$ cat src/logic/lmc_pkg.sv
// Constants shared by the logger mission-control and status register bank.
// Assumes a 125 MHz clock; all times are turned into cycle counts here.
package lmc_pkg;

  // ==========================================================================
  // Clock and times
  localparam int TCK_NS          = 8;
  localparam int CONV_MAX_MS     = 750;
  localparam int CONV_GAP_MS     = 250;
  localparam int TRIG_HOLD_MS    = 500;
  // Longest time rounds down, least times round up.
  localparam int CONV_MAX_CYC    = (CONV_MAX_MS * 1000000) / TCK_NS;
  localparam int CONV_GAP_CYC    = (CONV_GAP_MS * 1000000 + TCK_NS - 1) / TCK_NS;
  localparam int TRIG_HOLD_CYC   = (TRIG_HOLD_MS * 1000000 + TCK_NS - 1) / TCK_NS;
  localparam int LOG_DEPTH       = 2048;

  // ==========================================================================
  // Register byte offsets
  localparam logic [7:0] OFS_CTRL    = 8'h00;
  localparam logic [7:0] OFS_STAT    = 8'h04;
  localparam logic [7:0] OFS_RATE    = 8'h08;
  localparam logic [7:0] OFS_ALM_SEC = 8'h0c;
  localparam logic [7:0] OFS_ALM_MIN = 8'h10;
  localparam logic [7:0] OFS_ALM_HR  = 8'h14;
  localparam logic [7:0] OFS_ALM_DAY = 8'h18;
  localparam logic [7:0] OFS_DELAY   = 8'h1c;
  localparam logic [7:0] OFS_CMD     = 8'h20;
  localparam logic [7:0] OFS_SAMPLES = 8'h24;
  localparam logic [7:0] OFS_LOGPTR  = 8'h28;

  // ==========================================================================
  // Control bit positions
  localparam int CB_OSC_HALT  = 7;
  localparam int CB_WIPE_ARM  = 6;
  localparam int CB_TRIG_GATE = 4;
  localparam int CB_WRAP      = 3;
  localparam int CB_BELOW_EN  = 2;
  localparam int CB_ABOVE_EN  = 1;
  localparam int CB_MATCH_EN  = 0;
  // Status bit positions
  localparam int SB_RESULT    = 7;
  localparam int SB_WIPED     = 6;
  localparam int SB_LOGGING   = 5;
  localparam int SB_CONV      = 4;
  localparam int SB_BATT      = 3;
  localparam int SB_BELOW     = 2;
  localparam int SB_ABOVE     = 1;
  localparam int SB_MATCH     = 0;
  // Alarm byte mask bit.
  localparam int AB_MASK      = 7;

  // ==========================================================================
  // Commands and reset values
  localparam logic [7:0] CMD_CLEAR_MEM = 8'h3c;
  localparam logic [7:0] CMD_READ_DATA = 8'h5a;
  localparam logic       RST_WIPE_DONE = 1'b1;
  localparam logic [7:0] RST_ALARM     = 8'h80;

  typedef enum logic [1:0] {
    LMC_IDLE  = 2'b00,
    LMC_DELAY = 2'b01,
    LMC_RUN   = 2'b10
  } lmc_mode_e;

endpackage

$ cat src/logic/lmc_mission_regs.sv
// Mission control and status register bank of a data logger, APB slave.
// Assumes a real-time clock supplying second and minute ticks with
// the current time bytes, and a measurement engine answering each
// conversion request with a done pulse and a temperature value.
//
// Summary of operation
// Alarm bytes' bit 7 masks each field.
// Oscillator halts only on backup, idle, halt set.
// Armed clear command wipes logs, counters, rate.
// Armed then other command disarms, keeps data.
// Gated start needs rate nonzero, trigger low 0.5s.
// Ungated nonzero rate write starts mission.
// First sample only after start delay elapses.
// Wrap enabled: log pointer returns to zero.
// Full without wrap: stop logging, keep sampling.
// Interrupt low from flags with enable only.
// Result valid clears on read, sets on done.
// Wipe done sets on clear, clears on start.
// Logging active set on qualifying start.
// Clear or control write stops mission.
// Writing zero stops logging, one ignored.
// Conversion lasts at most 750ms, 250ms gap.
// Host avoids access while conversion active.
// Battery low reflects exhausted backup source.
// Temperature flags sticky, cleared by writing zero.
// Time match flag sticky until written zero.
// Sample interval is register value minutes.
// Rate writable only when wipe done; clear zeroes.
// Alarm compares seconds, minutes, hours, day.
// Interrupt returns high when no enabled flag.
//
// Our own choices: the APB slave port and the address map.
`timescale 1ns/1ns
module lmc_mission_regs
  import lmc_pkg::*;
#(
  parameter int CONV_MAX  = CONV_MAX_CYC,
  parameter int CONV_GAP  = CONV_GAP_CYC,
  parameter int TRIG_HOLD = TRIG_HOLD_CYC,
  parameter int LOG_AW    = $clog2(LOG_DEPTH)
) (
  input  wire logic              clk,
  input  wire logic              rst_n,
  input  wire logic [7:0]        paddr,
  input  wire logic              psel,
  input  wire logic              penable,
  input  wire logic              pwrite,
  input  wire logic [31:0]       pwdata,
  output logic      [31:0]       prdata,
  output logic                   pready,
  output logic                   pslverr,
  input  wire logic              secTick,
  input  wire logic              minTick,
  input  wire logic [7:0]        curSec,
  input  wire logic [7:0]        curMin,
  input  wire logic [7:0]        curHour,
  input  wire logic [7:0]        curDay,
  input  wire logic              vccPresent,
  input  wire logic              batteryExhausted,
  input  wire logic              triggerPin,
  input  wire logic              measDone,
  input  wire logic [7:0]        tempValue,
  input  wire logic [7:0]        tempHighLimit,
  input  wire logic [7:0]        tempLowLimit,
  output logic                   intN,
  output logic                   oscRun,
  output logic                   convStart,
  output logic                   logWrite,
  output logic      [LOG_AW-1:0] logAddr,
  output logic                   histStrobe,
  output logic                   wipeStrobe
);

  // ==========================================================================
  // State record
  typedef struct packed {
    logic              oscHalt;
    logic              wipeArm;
    logic              trigGate;
    logic              wrapEn;
    logic              belowEn;
    logic              aboveEn;
    logic              matchEn;
    logic              resultValid;
    logic              wipeDone;
    logic              convActive;
    logic              battLow;
    logic              belowFlag;
    logic              aboveFlag;
    logic              matchFlag;
    logic [7:0]        rate;
    logic [15:0]       startDelay;
    logic [3:0][7:0]   alm;
    lmc_mode_e         mode;
    logic [7:0]        minLeft;
    logic [23:0]       samples;
    logic [LOG_AW-1:0] logPtr;
    logic              logFull;
    logic              readPend;
    logic              missionPend;
    logic              convMission;
    logic [26:0]       convTimer;
    logic [26:0]       gapTimer;
    logic [26:0]       trigCnt;
    logic              intN;
    logic              oscRun;
    logic              convStart;
    logic              logWrite;
    logic [LOG_AW-1:0] logAddr;
    logic              histStrobe;
    logic              wipeStrobe;
    logic              pready;
    logic              pslverr;
    logic [31:0]       prdata;
  } lmc_state_s;

  lmc_state_s s;
  lmc_state_s next_s;

  // An alarm field hits when masked or when its seven value bits agree.
  function automatic logic fieldHit(input logic [7:0] almByte,
                                    input logic [7:0] cur);
    fieldHit = almByte[AB_MASK] | (almByte[6:0] == cur[6:0]);
  endfunction

  // ==========================================================================
  // Next-state logic
  always_comb begin
    logic       wrDone;
    logic       stopReq;
    logic       startReq;
    logic       rdAcc;
    logic [7:0] wb;
    wrDone   = psel & penable & s.pready & pwrite;
    rdAcc    = psel & penable & ~s.pready;
    wb       = pwdata[7:0];
    stopReq  = 1'b0;
    startReq = 1'b0;
    next_s   = s;
    next_s.convStart  = 1'b0;
    next_s.logWrite   = 1'b0;
    next_s.histStrobe = 1'b0;
    next_s.wipeStrobe = 1'b0;
    next_s.pslverr    = 1'b0;
    next_s.battLow    = batteryExhausted;

    // The answer comes one cycle into the access phase, so that read data
    // leaves a flip-flop rather than a decoder.
    next_s.pready = rdAcc;
    if (rdAcc) begin
      next_s.prdata = 32'h0;
      unique case (paddr)
        OFS_CTRL: begin
          next_s.prdata[CB_OSC_HALT]  = s.oscHalt;
          next_s.prdata[CB_WIPE_ARM]  = s.wipeArm;
          next_s.prdata[CB_TRIG_GATE] = s.trigGate;
          next_s.prdata[CB_WRAP]      = s.wrapEn;
          next_s.prdata[CB_BELOW_EN]  = s.belowEn;
          next_s.prdata[CB_ABOVE_EN]  = s.aboveEn;
          next_s.prdata[CB_MATCH_EN]  = s.matchEn;
        end
        OFS_STAT: begin
          next_s.prdata[SB_RESULT]  = s.resultValid;
          next_s.prdata[SB_WIPED]   = s.wipeDone;
          next_s.prdata[SB_LOGGING] = s.mode != LMC_IDLE;
          next_s.prdata[SB_CONV]    = s.convActive;
          next_s.prdata[SB_BATT]    = s.battLow;
          next_s.prdata[SB_BELOW]   = s.belowFlag;
          next_s.prdata[SB_ABOVE]   = s.aboveFlag;
          next_s.prdata[SB_MATCH]   = s.matchFlag;
        end
        OFS_RATE:    next_s.prdata[7:0]  = s.rate;
        OFS_ALM_SEC: next_s.prdata[7:0]  = s.alm[0];
        OFS_ALM_MIN: next_s.prdata[7:0]  = s.alm[1];
        OFS_ALM_HR:  next_s.prdata[7:0]  = s.alm[2];
        OFS_ALM_DAY: next_s.prdata[7:0]  = s.alm[3];
        OFS_DELAY:   next_s.prdata[15:0] = s.startDelay;
        OFS_CMD:     next_s.prdata       = 32'h0;
        OFS_SAMPLES: next_s.prdata[23:0] = s.samples;
        OFS_LOGPTR:  next_s.prdata[LOG_AW-1:0] = s.logPtr;
        default:     next_s.pslverr = 1'b1;
      endcase
    end

    // Write side effects take hold at the completing edge only.
    if (wrDone) begin
      unique case (paddr)
        OFS_CTRL: begin
          next_s.oscHalt  = wb[CB_OSC_HALT];
          next_s.wipeArm  = wb[CB_WIPE_ARM];
          next_s.trigGate = wb[CB_TRIG_GATE];
          next_s.wrapEn   = wb[CB_WRAP];
          next_s.belowEn  = wb[CB_BELOW_EN];
          next_s.aboveEn  = wb[CB_ABOVE_EN];
          next_s.matchEn  = wb[CB_MATCH_EN];
          stopReq = 1'b1;
        end
        OFS_STAT: begin
          if (!wb[SB_LOGGING]) begin
            stopReq = 1'b1;
          end
          if (!wb[SB_BELOW]) begin
            next_s.belowFlag = 1'b0;
          end
          if (!wb[SB_ABOVE]) begin
            next_s.aboveFlag = 1'b0;
          end
          if (!wb[SB_MATCH]) begin
            next_s.matchFlag = 1'b0;
          end
        end
        OFS_RATE: begin
          if (s.wipeDone) begin
            next_s.rate = wb;
            if (!s.trigGate && wb != 8'h00) begin
              startReq = 1'b1;
            end
          end
        end
        OFS_ALM_SEC, OFS_ALM_MIN, OFS_ALM_HR, OFS_ALM_DAY: begin
          next_s.alm[paddr[3:2] - 2'h3] = wb;
          stopReq = 1'b1;
        end
        OFS_DELAY: begin
          next_s.startDelay = pwdata[15:0];
          stopReq = 1'b1;
        end
        OFS_CMD: begin
          // Any command disarms the wipe; only the clear acts on it.
          next_s.wipeArm = 1'b0;
          if (s.wipeArm && wb == CMD_CLEAR_MEM) begin
            stopReq           = 1'b1;
            next_s.rate       = 8'h00;
            next_s.startDelay = 16'h0;
            next_s.samples    = 24'h0;
            next_s.logPtr     = '0;
            next_s.logFull    = 1'b0;
            next_s.wipeDone   = 1'b1;
            next_s.wipeStrobe = 1'b1;
          end else if (wb == CMD_READ_DATA) begin
            next_s.resultValid = 1'b0;
            next_s.readPend    = 1'b1;
          end
        end
        default: ;
      endcase
    end

    // Trigger hold: count cycles low while gated; fire once on crossing.
    // A bare falling edge is not enough, so a glitch cannot start a mission.
    if (!triggerPin && s.trigGate) begin
      if (s.trigCnt != 27'(TRIG_HOLD)) begin
        next_s.trigCnt = s.trigCnt + 27'h1;
      end
      if (s.trigCnt == 27'(TRIG_HOLD - 1) && s.rate != 8'h00) begin
        startReq = 1'b1;
      end
    end else begin
      next_s.trigCnt = 27'h0;
    end

    // Mission start and stop; a stop in the same cycle wins.
    // A stop also cancels a sample request that is still waiting.
    if (stopReq) begin
      next_s.mode        = LMC_IDLE;
      next_s.missionPend = 1'b0;
    end else if (startReq && s.mode == LMC_IDLE) begin
      next_s.mode     = LMC_DELAY;
      next_s.wipeDone = 1'b0;
    end else if (minTick) begin
      // Minute sequencer: delay first, then one sample per interval.
      unique case (s.mode)
        LMC_DELAY: begin
          if (s.startDelay == 16'h0) begin
            next_s.mode        = LMC_RUN;
            next_s.missionPend = 1'b1;
            next_s.minLeft     = s.rate;
          end else begin
            next_s.startDelay = s.startDelay - 16'h1;
          end
        end
        LMC_RUN: begin
          if (s.minLeft <= 8'h01) begin
            next_s.missionPend = 1'b1;
            next_s.minLeft     = s.rate;
          end else begin
            next_s.minLeft = s.minLeft - 8'h01;
          end
        end
        LMC_IDLE: ;
        default: next_s.mode = LMC_IDLE;
      endcase
    end

    // Conversion engine: bounded length, enforced quiet gap afterwards.
    if (s.gapTimer != 27'h0) begin
      next_s.gapTimer = s.gapTimer - 27'h1;
    end
    if (s.convActive) begin
      next_s.convTimer = s.convTimer + 27'h1;
      if (measDone || s.convTimer == 27'(CONV_MAX - 1)) begin
        next_s.convActive = 1'b0;
        next_s.gapTimer   = 27'(CONV_GAP);
      end
      if (measDone) begin
        next_s.resultValid = 1'b1;
        if ($signed(tempValue) >= $signed(tempHighLimit)) begin
          next_s.aboveFlag = 1'b1;
        end
        if ($signed(tempValue) <= $signed(tempLowLimit)) begin
          next_s.belowFlag = 1'b1;
        end
        if (s.convMission && s.mode == LMC_RUN && !stopReq) begin
          next_s.histStrobe = 1'b1;
          next_s.samples    = s.samples + 24'h1;
          if (!s.logFull || s.wrapEn) begin
            next_s.logWrite = 1'b1;
            next_s.logAddr  = s.logPtr;
            next_s.logPtr   = s.logPtr + 1'b1;
            next_s.logFull  = (&s.logPtr) & ~s.wrapEn;
          end
        end
      end
    end else if ((s.readPend || next_s.missionPend) && s.gapTimer == 27'h0) begin
      next_s.convActive  = 1'b1;
      next_s.convStart   = 1'b1;
      next_s.convTimer   = 27'h0;
      next_s.convMission = next_s.missionPend;
      next_s.readPend    = 1'b0;
      next_s.missionPend = 1'b0;
    end

    // Time-of-day alarm, checked once per second; a set beats a clear.
    if (secTick && fieldHit(s.alm[0], curSec) && fieldHit(s.alm[1], curMin)
        && fieldHit(s.alm[2], curHour) && fieldHit(s.alm[3], curDay)) begin
      next_s.matchFlag = 1'b1;
    end

    // Interrupt and oscillator follow the settled next values.
    next_s.intN = ~((next_s.belowFlag & next_s.belowEn)
                  | (next_s.aboveFlag & next_s.aboveEn)
                  | (next_s.matchFlag & next_s.matchEn));
    next_s.oscRun = ~(next_s.oscHalt & ~vccPresent
                    & (next_s.mode == LMC_IDLE));
  end

  // ==========================================================================
  // State register
  always_ff @(posedge clk or negedge rst_n) begin
    if (!rst_n) begin
      s          <= '0;
      s.wipeDone <= RST_WIPE_DONE;
      s.alm      <= {4{RST_ALARM}};
      s.mode     <= LMC_IDLE;
      s.intN     <= 1'b1;
      s.oscRun   <= 1'b1;
    end else begin
      s <= next_s;
    end
  end

  // Outputs come straight from the state record.
  assign prdata     = s.prdata;
  assign pready     = s.pready;
  assign pslverr    = s.pslverr;
  assign intN       = s.intN;
  assign oscRun     = s.oscRun;
  assign convStart  = s.convStart;
  assign logWrite   = s.logWrite;
  assign logAddr    = s.logAddr;
  assign histStrobe = s.histStrobe;
  assign wipeStrobe = s.wipeStrobe;

endmodule // lmc_mission_regs

$ cat config.mk
export PLATFORM = sky130hd
export DESIGN_NAME = lmc_mission_regs
export DESIGN_NICKNAME = d
export VERILOG_FILES = /design/src/logic/lmc_pkg.sv /design/src/logic/lmc_mission_regs.sv
export SDC_FILE = /design/constraint.sdc
export NUM_CORES = 1
export LEC_CHECK = 0
export ABC_AREA = 1
export BUFFER_PORTS_ARGS = -buffer_cell sky130_fd_sc_hd__buf_2
export CAP_MARGIN = 20
export CORE_UTILIZATION = 41
export DETAILED_ROUTE_END_ITERATION = 8
export PLACE_DENSITY = 0.63
export SETUP_SLACK_MARGIN = 0.1
export SLEW_MARGIN = 25
export SYNTH_ARGS = -nofsm -noshare
export SYNTH_HDL_FRONTEND = slang
export SYNTH_SLANG_ARGS = --single-unit
$ cat constraint.sdc
create_clock -name clk -period 2.1 [get_ports clk]
set_input_delay 0.21 -clock clk [delete_from_list [all_inputs] [get_ports clk]]
set_output_delay 0.21 -clock clk [all_outputs]
set_load 0.05 [all_outputs]
==> run metrics, run 1 <==
Reg-to-Reg Start=s[105]; final setup margin=0.140 ns; type of the worst setup path=reg -> reg; Crit Path Max Fanout=3; most frequent cells in the layout=nand2_1 (439), inv_1 (296), dfrtp_1 (235); peak supply drop=0.578 mV; total negative slack=0 ns; number of flops mapped to enable cells by yosys=0; Worst Hold Launch=pwdata[12]; GRT overflow=0; design internal power=8360 uW; placed insts=2,544; iteration-0 DRC count of the detailed router=959; Yosys reg bits=243; Slowest-stage cell, CP=dfrtp_1; CP cell instances=ha_2 > nand2_2 > nor2_4 > nand2_2 > nor2_4 > inv_2 > nor2_4 > nand4_1 > nor3_2 > a21oi_1 > nand2_1 > nand2_1; failing checks=hold timing; # IOs=158; Max Cap Violations=0; cell family with most CP delay=simple AND/OR/NAND/NOR gates; Hold Fails Final Rpt=1; std cell rows=68; H-tree Lvls=1; Seq pwr share=42.8%; Async SR Flop Fraction=100%; chip height=191 microns; pre-CTS setup slack=-0.0112 ns; length in cells of the worst reg-to-reg path=12; Post-DP HPWL=31,100 microns; Tightest Pin Transition=0.598 ns; Cell variety after synth=54; Worst setup EP type=flip-flop; die width=191 microns; Layout fillers=3,339; Reg2Reg Setup Slack=0.14 ns; synthesized area=14,600 sq um; clock group share of total power=43.5%; Vias=13,500; Sink Count=243; via-per-instance ratio=5.12; share of layout cells above drive strength 1=19.9%; commonest non-fill, non-tap cell in the layout=nand2_1; P_leak=0.00896 uW; Yosys warning count=0; Req. time, crit path=2.54 ns; WP depth=12; Root Driver=clkbuf_16; post-route clock period utilization=93.3%; antenna violations before repair=0; Reg2Reg Capture Point=s[125]; slew margin rel.=59.6%; startpoint types=flip-flop; RSZ-0062 raised after global routing=yes; Area growth syn-to-layout=21.1%; WP data arrival=2.40 ns; Main synth FF type=dfrtp_1; Post-route DRC=0; clock latency on the worst-skew pair=0.56 ns; floorplan die area=36,500 sq um; Min Clock Period, post-route=1.96 ns; final slew viol count=0; Cells after Synth=1,939; initial core utilization=42.1%; post-synthesis sequential area ratio=41.6%; drt wl/cell=15.7 microns; clock buffer depth=3; worst hold path type=in -> reg; gpl congestion=0.937; Post-Syn Area per Cell=7.55 sq um; multi-input combinational cell area=7130 sq um; vias in the first global route=12,900; P per Cell Area=648 nW/um^2; switch share=27.2%; WHS Endpoint=s[225]; first-pass GRT wire length=66,600 microns; Top cell by count, worst path=nor2_4; antenna cells=0; Port Buffer Count=129; Post-DRT Antenna Nets=0; final hold slack=-0.00697 ns; TritonCTS Buffers=28; clock slew at reported path FFs=0.06 ns; post-layout util=50.9%; final cell count without fillers=2,631; hold depth=3; DR pass1 iterations=5; Setup-failing EPs final=0; largest net degree at the start of global routing=70; NetSw=3120 uW; max incr delay on CP=0.36 ns; CORE AREA=34,800 sq um; drt total wl=41,400 microns; TritonCTS clock tree=yes; outcome=complete, but fails checks; combinational power share=13.7%; fin nets=2,292; Layout Skew=0.0223 ns; Total GRT Usage=22.7%; max frequency=510 MHz; FF/Latch Area=6090 sq um; Crit path buffers/inverters=1
## power groups by stage
stage	clock (uW)	combinational [uW]	sequential, uW
finish	5000	1570	4920
global route	5270	1760	4930
CTS	5090	1490	4910
detailed placement	0	1410	4990
global placement	0	1370	4990
floorplan	0	912	4990
## cell families after synthesis
group	synth area share [%]
AO/OA/AOI/OAI	12.9
XOR/XNOR	5.27
adder cells (fa/ha/maj)	2.65
buffers and inverters	11.7
flip-flops	41.6
multiplexers	0.0769
other	0.0256
AND/OR/NAND/NOR	25.8
## repair_timing
| item | CTS | global route |
|---|---|---|
| hold endpoints to repair | 158 | 0 |
| gates cloned | 1 | 1 |
| hold buffers | 8 | 0 |
| setup buffers | 6 | 19 |
| pin swaps | 4 | 23 |
| endpoints found under the setup margin | 29 | 117 |
| resized for setup | 23 | 59 |
## how the worst max path moves through the flow
stage / slack, ns / end / start
floorplan: 0.22 / s[125] / s[105]
global placement: 0.04 / s[124] / paddr[0]
detailed placement: -0.01 / s[106] / paddr[0]
CTS: 0.10 / s[134] / s[55]
global route: -0.02 / s[125] / s[105]
finish: 0.14 / s[125] / s[105]
## final cells by class
cell class | count | share of cell area, %
well taps | 455 | 3.21
clock buffers | 39 | 4.52
clock inverters | 13 | 0.790
inverters | 305 | 6.49
repair buffers | 265 | 10.4
multi-input cells | 1311 | 40.2
flip-flops and latches | 243 | 34.4
## through the flow
step / instance area [sq um] / power, uW
after global placement: 16200 / 6370
after global routing: 17700 / 12000
after floorplan: 14700 / 5910
after CTS: 17400 / 11500
final: 17700 / 11500
after detailed placement: 16200 / 6400
## tightest hold or removal path, stage by stage
cell and delay [ns]:
buf_2 0.08, a22oi_1 0.06, o21ai_1 0.14
## synth_stat cells (4+ instances only)
| cell | instances | area share (%) |
|---|---|---|
| ha_1 | 31 | 2.7 |
| nor2_4 | 5 | 0.38 |
| nand4_1 | 32 | 1.4 |
| buf_4 | 48 | 2.5 |
| or2_2 | 10 | 0.43 |
| nand3_1 | 89 | 3.0 |
| o21ai_0 | 120 | 4.1 |
| o21a_1 | 7 | 0.36 |
| o22ai_2 | 6 | 0.51 |
| o31ai_1 | 11 | 0.56 |
| o21ai_2 | 9 | 0.54 |
| nor4_1 | 27 | 1.2 |
| buf_6 | 4 | 0.31 |
| nand2_2 | 9 | 0.38 |
| nor2_1 | 165 | 4.2 |
| xor2_1 | 64 | 3.8 |
| nand2_1 | 450 | 12 |
| a31oi_1 | 12 | 0.51 |
| xnor2_1 | 24 | 1.4 |
| a211oi_1 | 6 | 0.31 |
| clkbuf_1 | 15 | 0.38 |
| nor3_1 | 58 | 2.0 |
| buf_2 | 17 | 0.58 |
| a22oi_1 | 8 | 0.41 |
| o21ai_1 | 23 | 0.79 |
| nand2_4 | 4 | 0.31 |
| inv_1 | 300 | 7.7 |
| dfrtp_1 | 236 | 40 |
| a21oi_1 | 60 | 2.1 |
| o22ai_1 | 43 | 1.8 |
| dfstp_2 | 7 | 1.3 |
## metal layers
metal | part of all wire (%) | GRT usage [%] | up-vias | wire (microns)
li1 | - | - | 6677 | -
met1 | 45 | 30.4 | 6377 | 18800
met2 | 48 | 38.5 | 338 | 19700
met3 | 4.3 | 2.63 | 70 | 1770
met4 | 2.8 | 6.68 | 0 | 1160
met5 | 0 | 0 | - | 0
(Power assumes the default switching activity.)
==> run 2: changes to the inputs <==
--- a/config.mk
+++ b/config.mk
@@ -11,6 +11,7 @@
 export CORE_UTILIZATION = 41
 export DETAILED_ROUTE_END_ITERATION = 8
 export PLACE_DENSITY = 0.63
+export REMOVE_ABC_BUFFERS = 1
 export SETUP_SLACK_MARGIN = 0.1
 export SLEW_MARGIN = 25
 export SYNTH_ARGS = -nofsm -noshare
==> run metrics, run 2 (synthesis results as in run 1) <==
outcome=finished clean; clock latency on the worst-skew pair=0.57 ns (about the same); CORE AREA=34,800 sq um (unchanged); peak supply drop=0.718 mV (+24%); worst hold path type=in -> reg; Crit Path Max Fanout=6 (+3); P_leak=0.00900 uW (+0.53%); post-route clock period utilization=96.6% (+3.3 points); Tightest Pin Transition=0.612 ns (+0.0142 ns); Max Cap Violations=0 (unchanged); TritonCTS clock tree=yes; Vias=13,700 (+1.5%); Hold Fails Final Rpt=0 (-1); final slew viol count=0 (unchanged); die width=191 microns (unchanged); initial core utilization=42.1% (unchanged); clock slew at reported path FFs=0.06 ns (about the same); FF/Latch Area=6090 sq um (about the same); fin nets=2,309 (+0.74%); std cell rows=68 (unchanged); Root Driver=clkbuf_16; Area growth syn-to-layout=22.4%; CP cell instances=inv_1 > ha_2 > o21a_1 > nand3_2 > a21oi_2 > nand2_2 > nand2_2 > nand2_4 > nand2_4 > nand3_4 > buf_6 > nand2_1 > nand2_1; combinational power share=14.7% (+1.0 points); multi-input combinational cell area=7270 sq um (+1.9%); # IOs=158 (unchanged); Post-DP HPWL=31,500 microns (+1.4%); final hold slack=0.00460 ns (+0.0116 ns); type of the worst setup path=reg -> reg; iteration-0 DRC count of the detailed router=885 (-7.7%); antenna violations before repair=1 (+1); total negative slack=0 ns (unchanged); gpl congestion=0.934 (-0.26%); RSZ-0062 raised after global routing=yes; vias in the first global route=13,300 (+3.0%); Req. time, crit path=2.55 ns (about the same); Total Power=11,300 uW (-1.4%); slew margin rel.=59.2% (-0.47 points); Sink Count=243 (unchanged); Seq pwr share=43.3% (+0.5 points); Setup-failing EPs final=0 (unchanged); Min Clock Period, post-route=2.03 ns (+0.0688 ns); most frequent cells in the layout=nand2_1 (418), inv_1 (293), dfrtp_1 (236); Total GRT Usage=23.2% (+0.45 points); placed insts=2,570 (+1.0%); drt total wl=41,800 microns (+0.93%); DR pass1 iterations=5 (unchanged); GRT overflow=0 (unchanged); chip height=191 microns (unchanged); Crit path buffers/inverters=2 (+1); commonest non-fill, non-tap cell in the layout=nand2_1; Port Buffer Count=129 (unchanged); Worst setup EP type=flip-flop; share of layout cells above drive strength 1=22.2% (+2.2 points); Layout fillers=3,333 (-0.18%); drt wl/cell=15.8 microns (+0.24%); clock group share of total power=42.0% (-1.5 points); design internal power=8210 uW (-1.8%); Slowest-stage cell, CP=dfrtp_1; cell family with most CP delay=simple AND/OR/NAND/NOR gates; switch share=27.5% (+0.28 points); Post-route DRC=0 (unchanged); largest net degree at the start of global routing=61 (-13%); max incr delay on CP=0.39 ns (+0.03 ns); Layout Skew=0.0191 ns (-0.00321 ns); P per Cell Area=632 nW/um^2 (-2.5%); TritonCTS Buffers=28 (unchanged); via-per-instance ratio=5.16 (+0.84%); NetSw=3110 uW (-0.41%); clock buffer depth=3 (unchanged); WP data arrival=2.48 ns (+0.08 ns); startpoint types=flip-flop; Post-DRT Antenna Nets=0 (unchanged); first-pass GRT wire length=67,400 microns (+1.1%); max frequency=493 MHz (-3.4%); H-tree Lvls=1 (unchanged); post-layout util=51.5% (+0.53 points); floorplan die area=36,500 sq um (unchanged); final cell count without fillers=2,649 (+0.68%)
==> run 2: cell types whose count changed in the layout (fill, tap and decap cells not counted), moves of 3 or more <==
cell and delta:
nand2_2 +22, nand2_1 -21, buf_4 +14, o21ai_0 -11
o21ai_2 +8, clkinv_2 +5, buf_6 +3, inv_1 -3
inv_2 +3, nor2_1 -3
==> run 2: cell type report <==
cell class	instances	share of cell area, %
Multi-Input combinational cell	1311	40.6
Tap cell	455	3.18
Inverter	305	6.43
Clock inverter	14	0.615
Sequential cell	243	34.0
Antenna cell	1	0.0140
Clock buffer	38	4.34
Timing Repair Buffer	282	10.9
==> run 2: power by group through the flow <==
stage | logic [uW] | clock network (uW) | registers, uW
CTS | 1610 | 4860 | 4890
detailed placement | 1520 | 0 | 4980
global placement | 1480 | 0 | 4980
finish | 1660 | 4750 | 4900
global route | 1850 | 5050 | 4910
floorplan | 835 | 0 | 5030
==> run 2: timing repair <==
item                                    in CTS  in global routing
pin swaps                                    7                 25
gates resized for setup                     37                100
endpoints found under the setup margin      47                116
hold buffers                                10                  0
hold endpoints to repair                    69                  0
cloned                                       2                  0
buffers inserted                             6                  8
==> run 2: per-stage QoR <==
stage / worst slack, ns / instance area (sq um)
after global routing: -0.0326 / 17900
after detailed placement: -0.0386 / 16400
final: 0.0714 / 17900
after CTS: 0.0849 / 17500
after floorplan: -0.334 / 14100
after global placement: -0.00625 / 16400
==> run 2: routing by layer <==
| metal | vias up | GRT usage [%] | wire (microns) |
|---|---|---|---|
| met5 | - | 0 | 0 |
| met4 | 0 | 9.63 | 1720 |
| met3 | 105 | 3.19 | 2210 |
| met2 | 396 | 38.2 | 19800 |
| met1 | 6466 | 30.5 | 18000 |
| li1 | 6701 | - | - |
==> run 2: worst register-to-register path, delay by kind of cell (launching register included) <==
kind	cells	cell delay, ns
simple gates	8	0.69
flops	1	0.39
compound gates	2	0.35
buf+inv	2	0.30
fa+ha+maj	1	0.18
==> run 2: final timing paths <==
check	slack (ns)	to	cells past startpoint	startpoint
worst max-delay path	0.07	s[118]	13	s[171]
worst min-delay path	0.005	s[225]	3	pwdata[12]
worst max register to register	0.07	s[118]	13	s[171]
worst min register to register	0.47	prdata[13]	2	prdata[13]
max in group asynchronous	1.18	oscRun	3	rst_n
min in group asynchronous	0.19	prdata[1]	2	rst_n
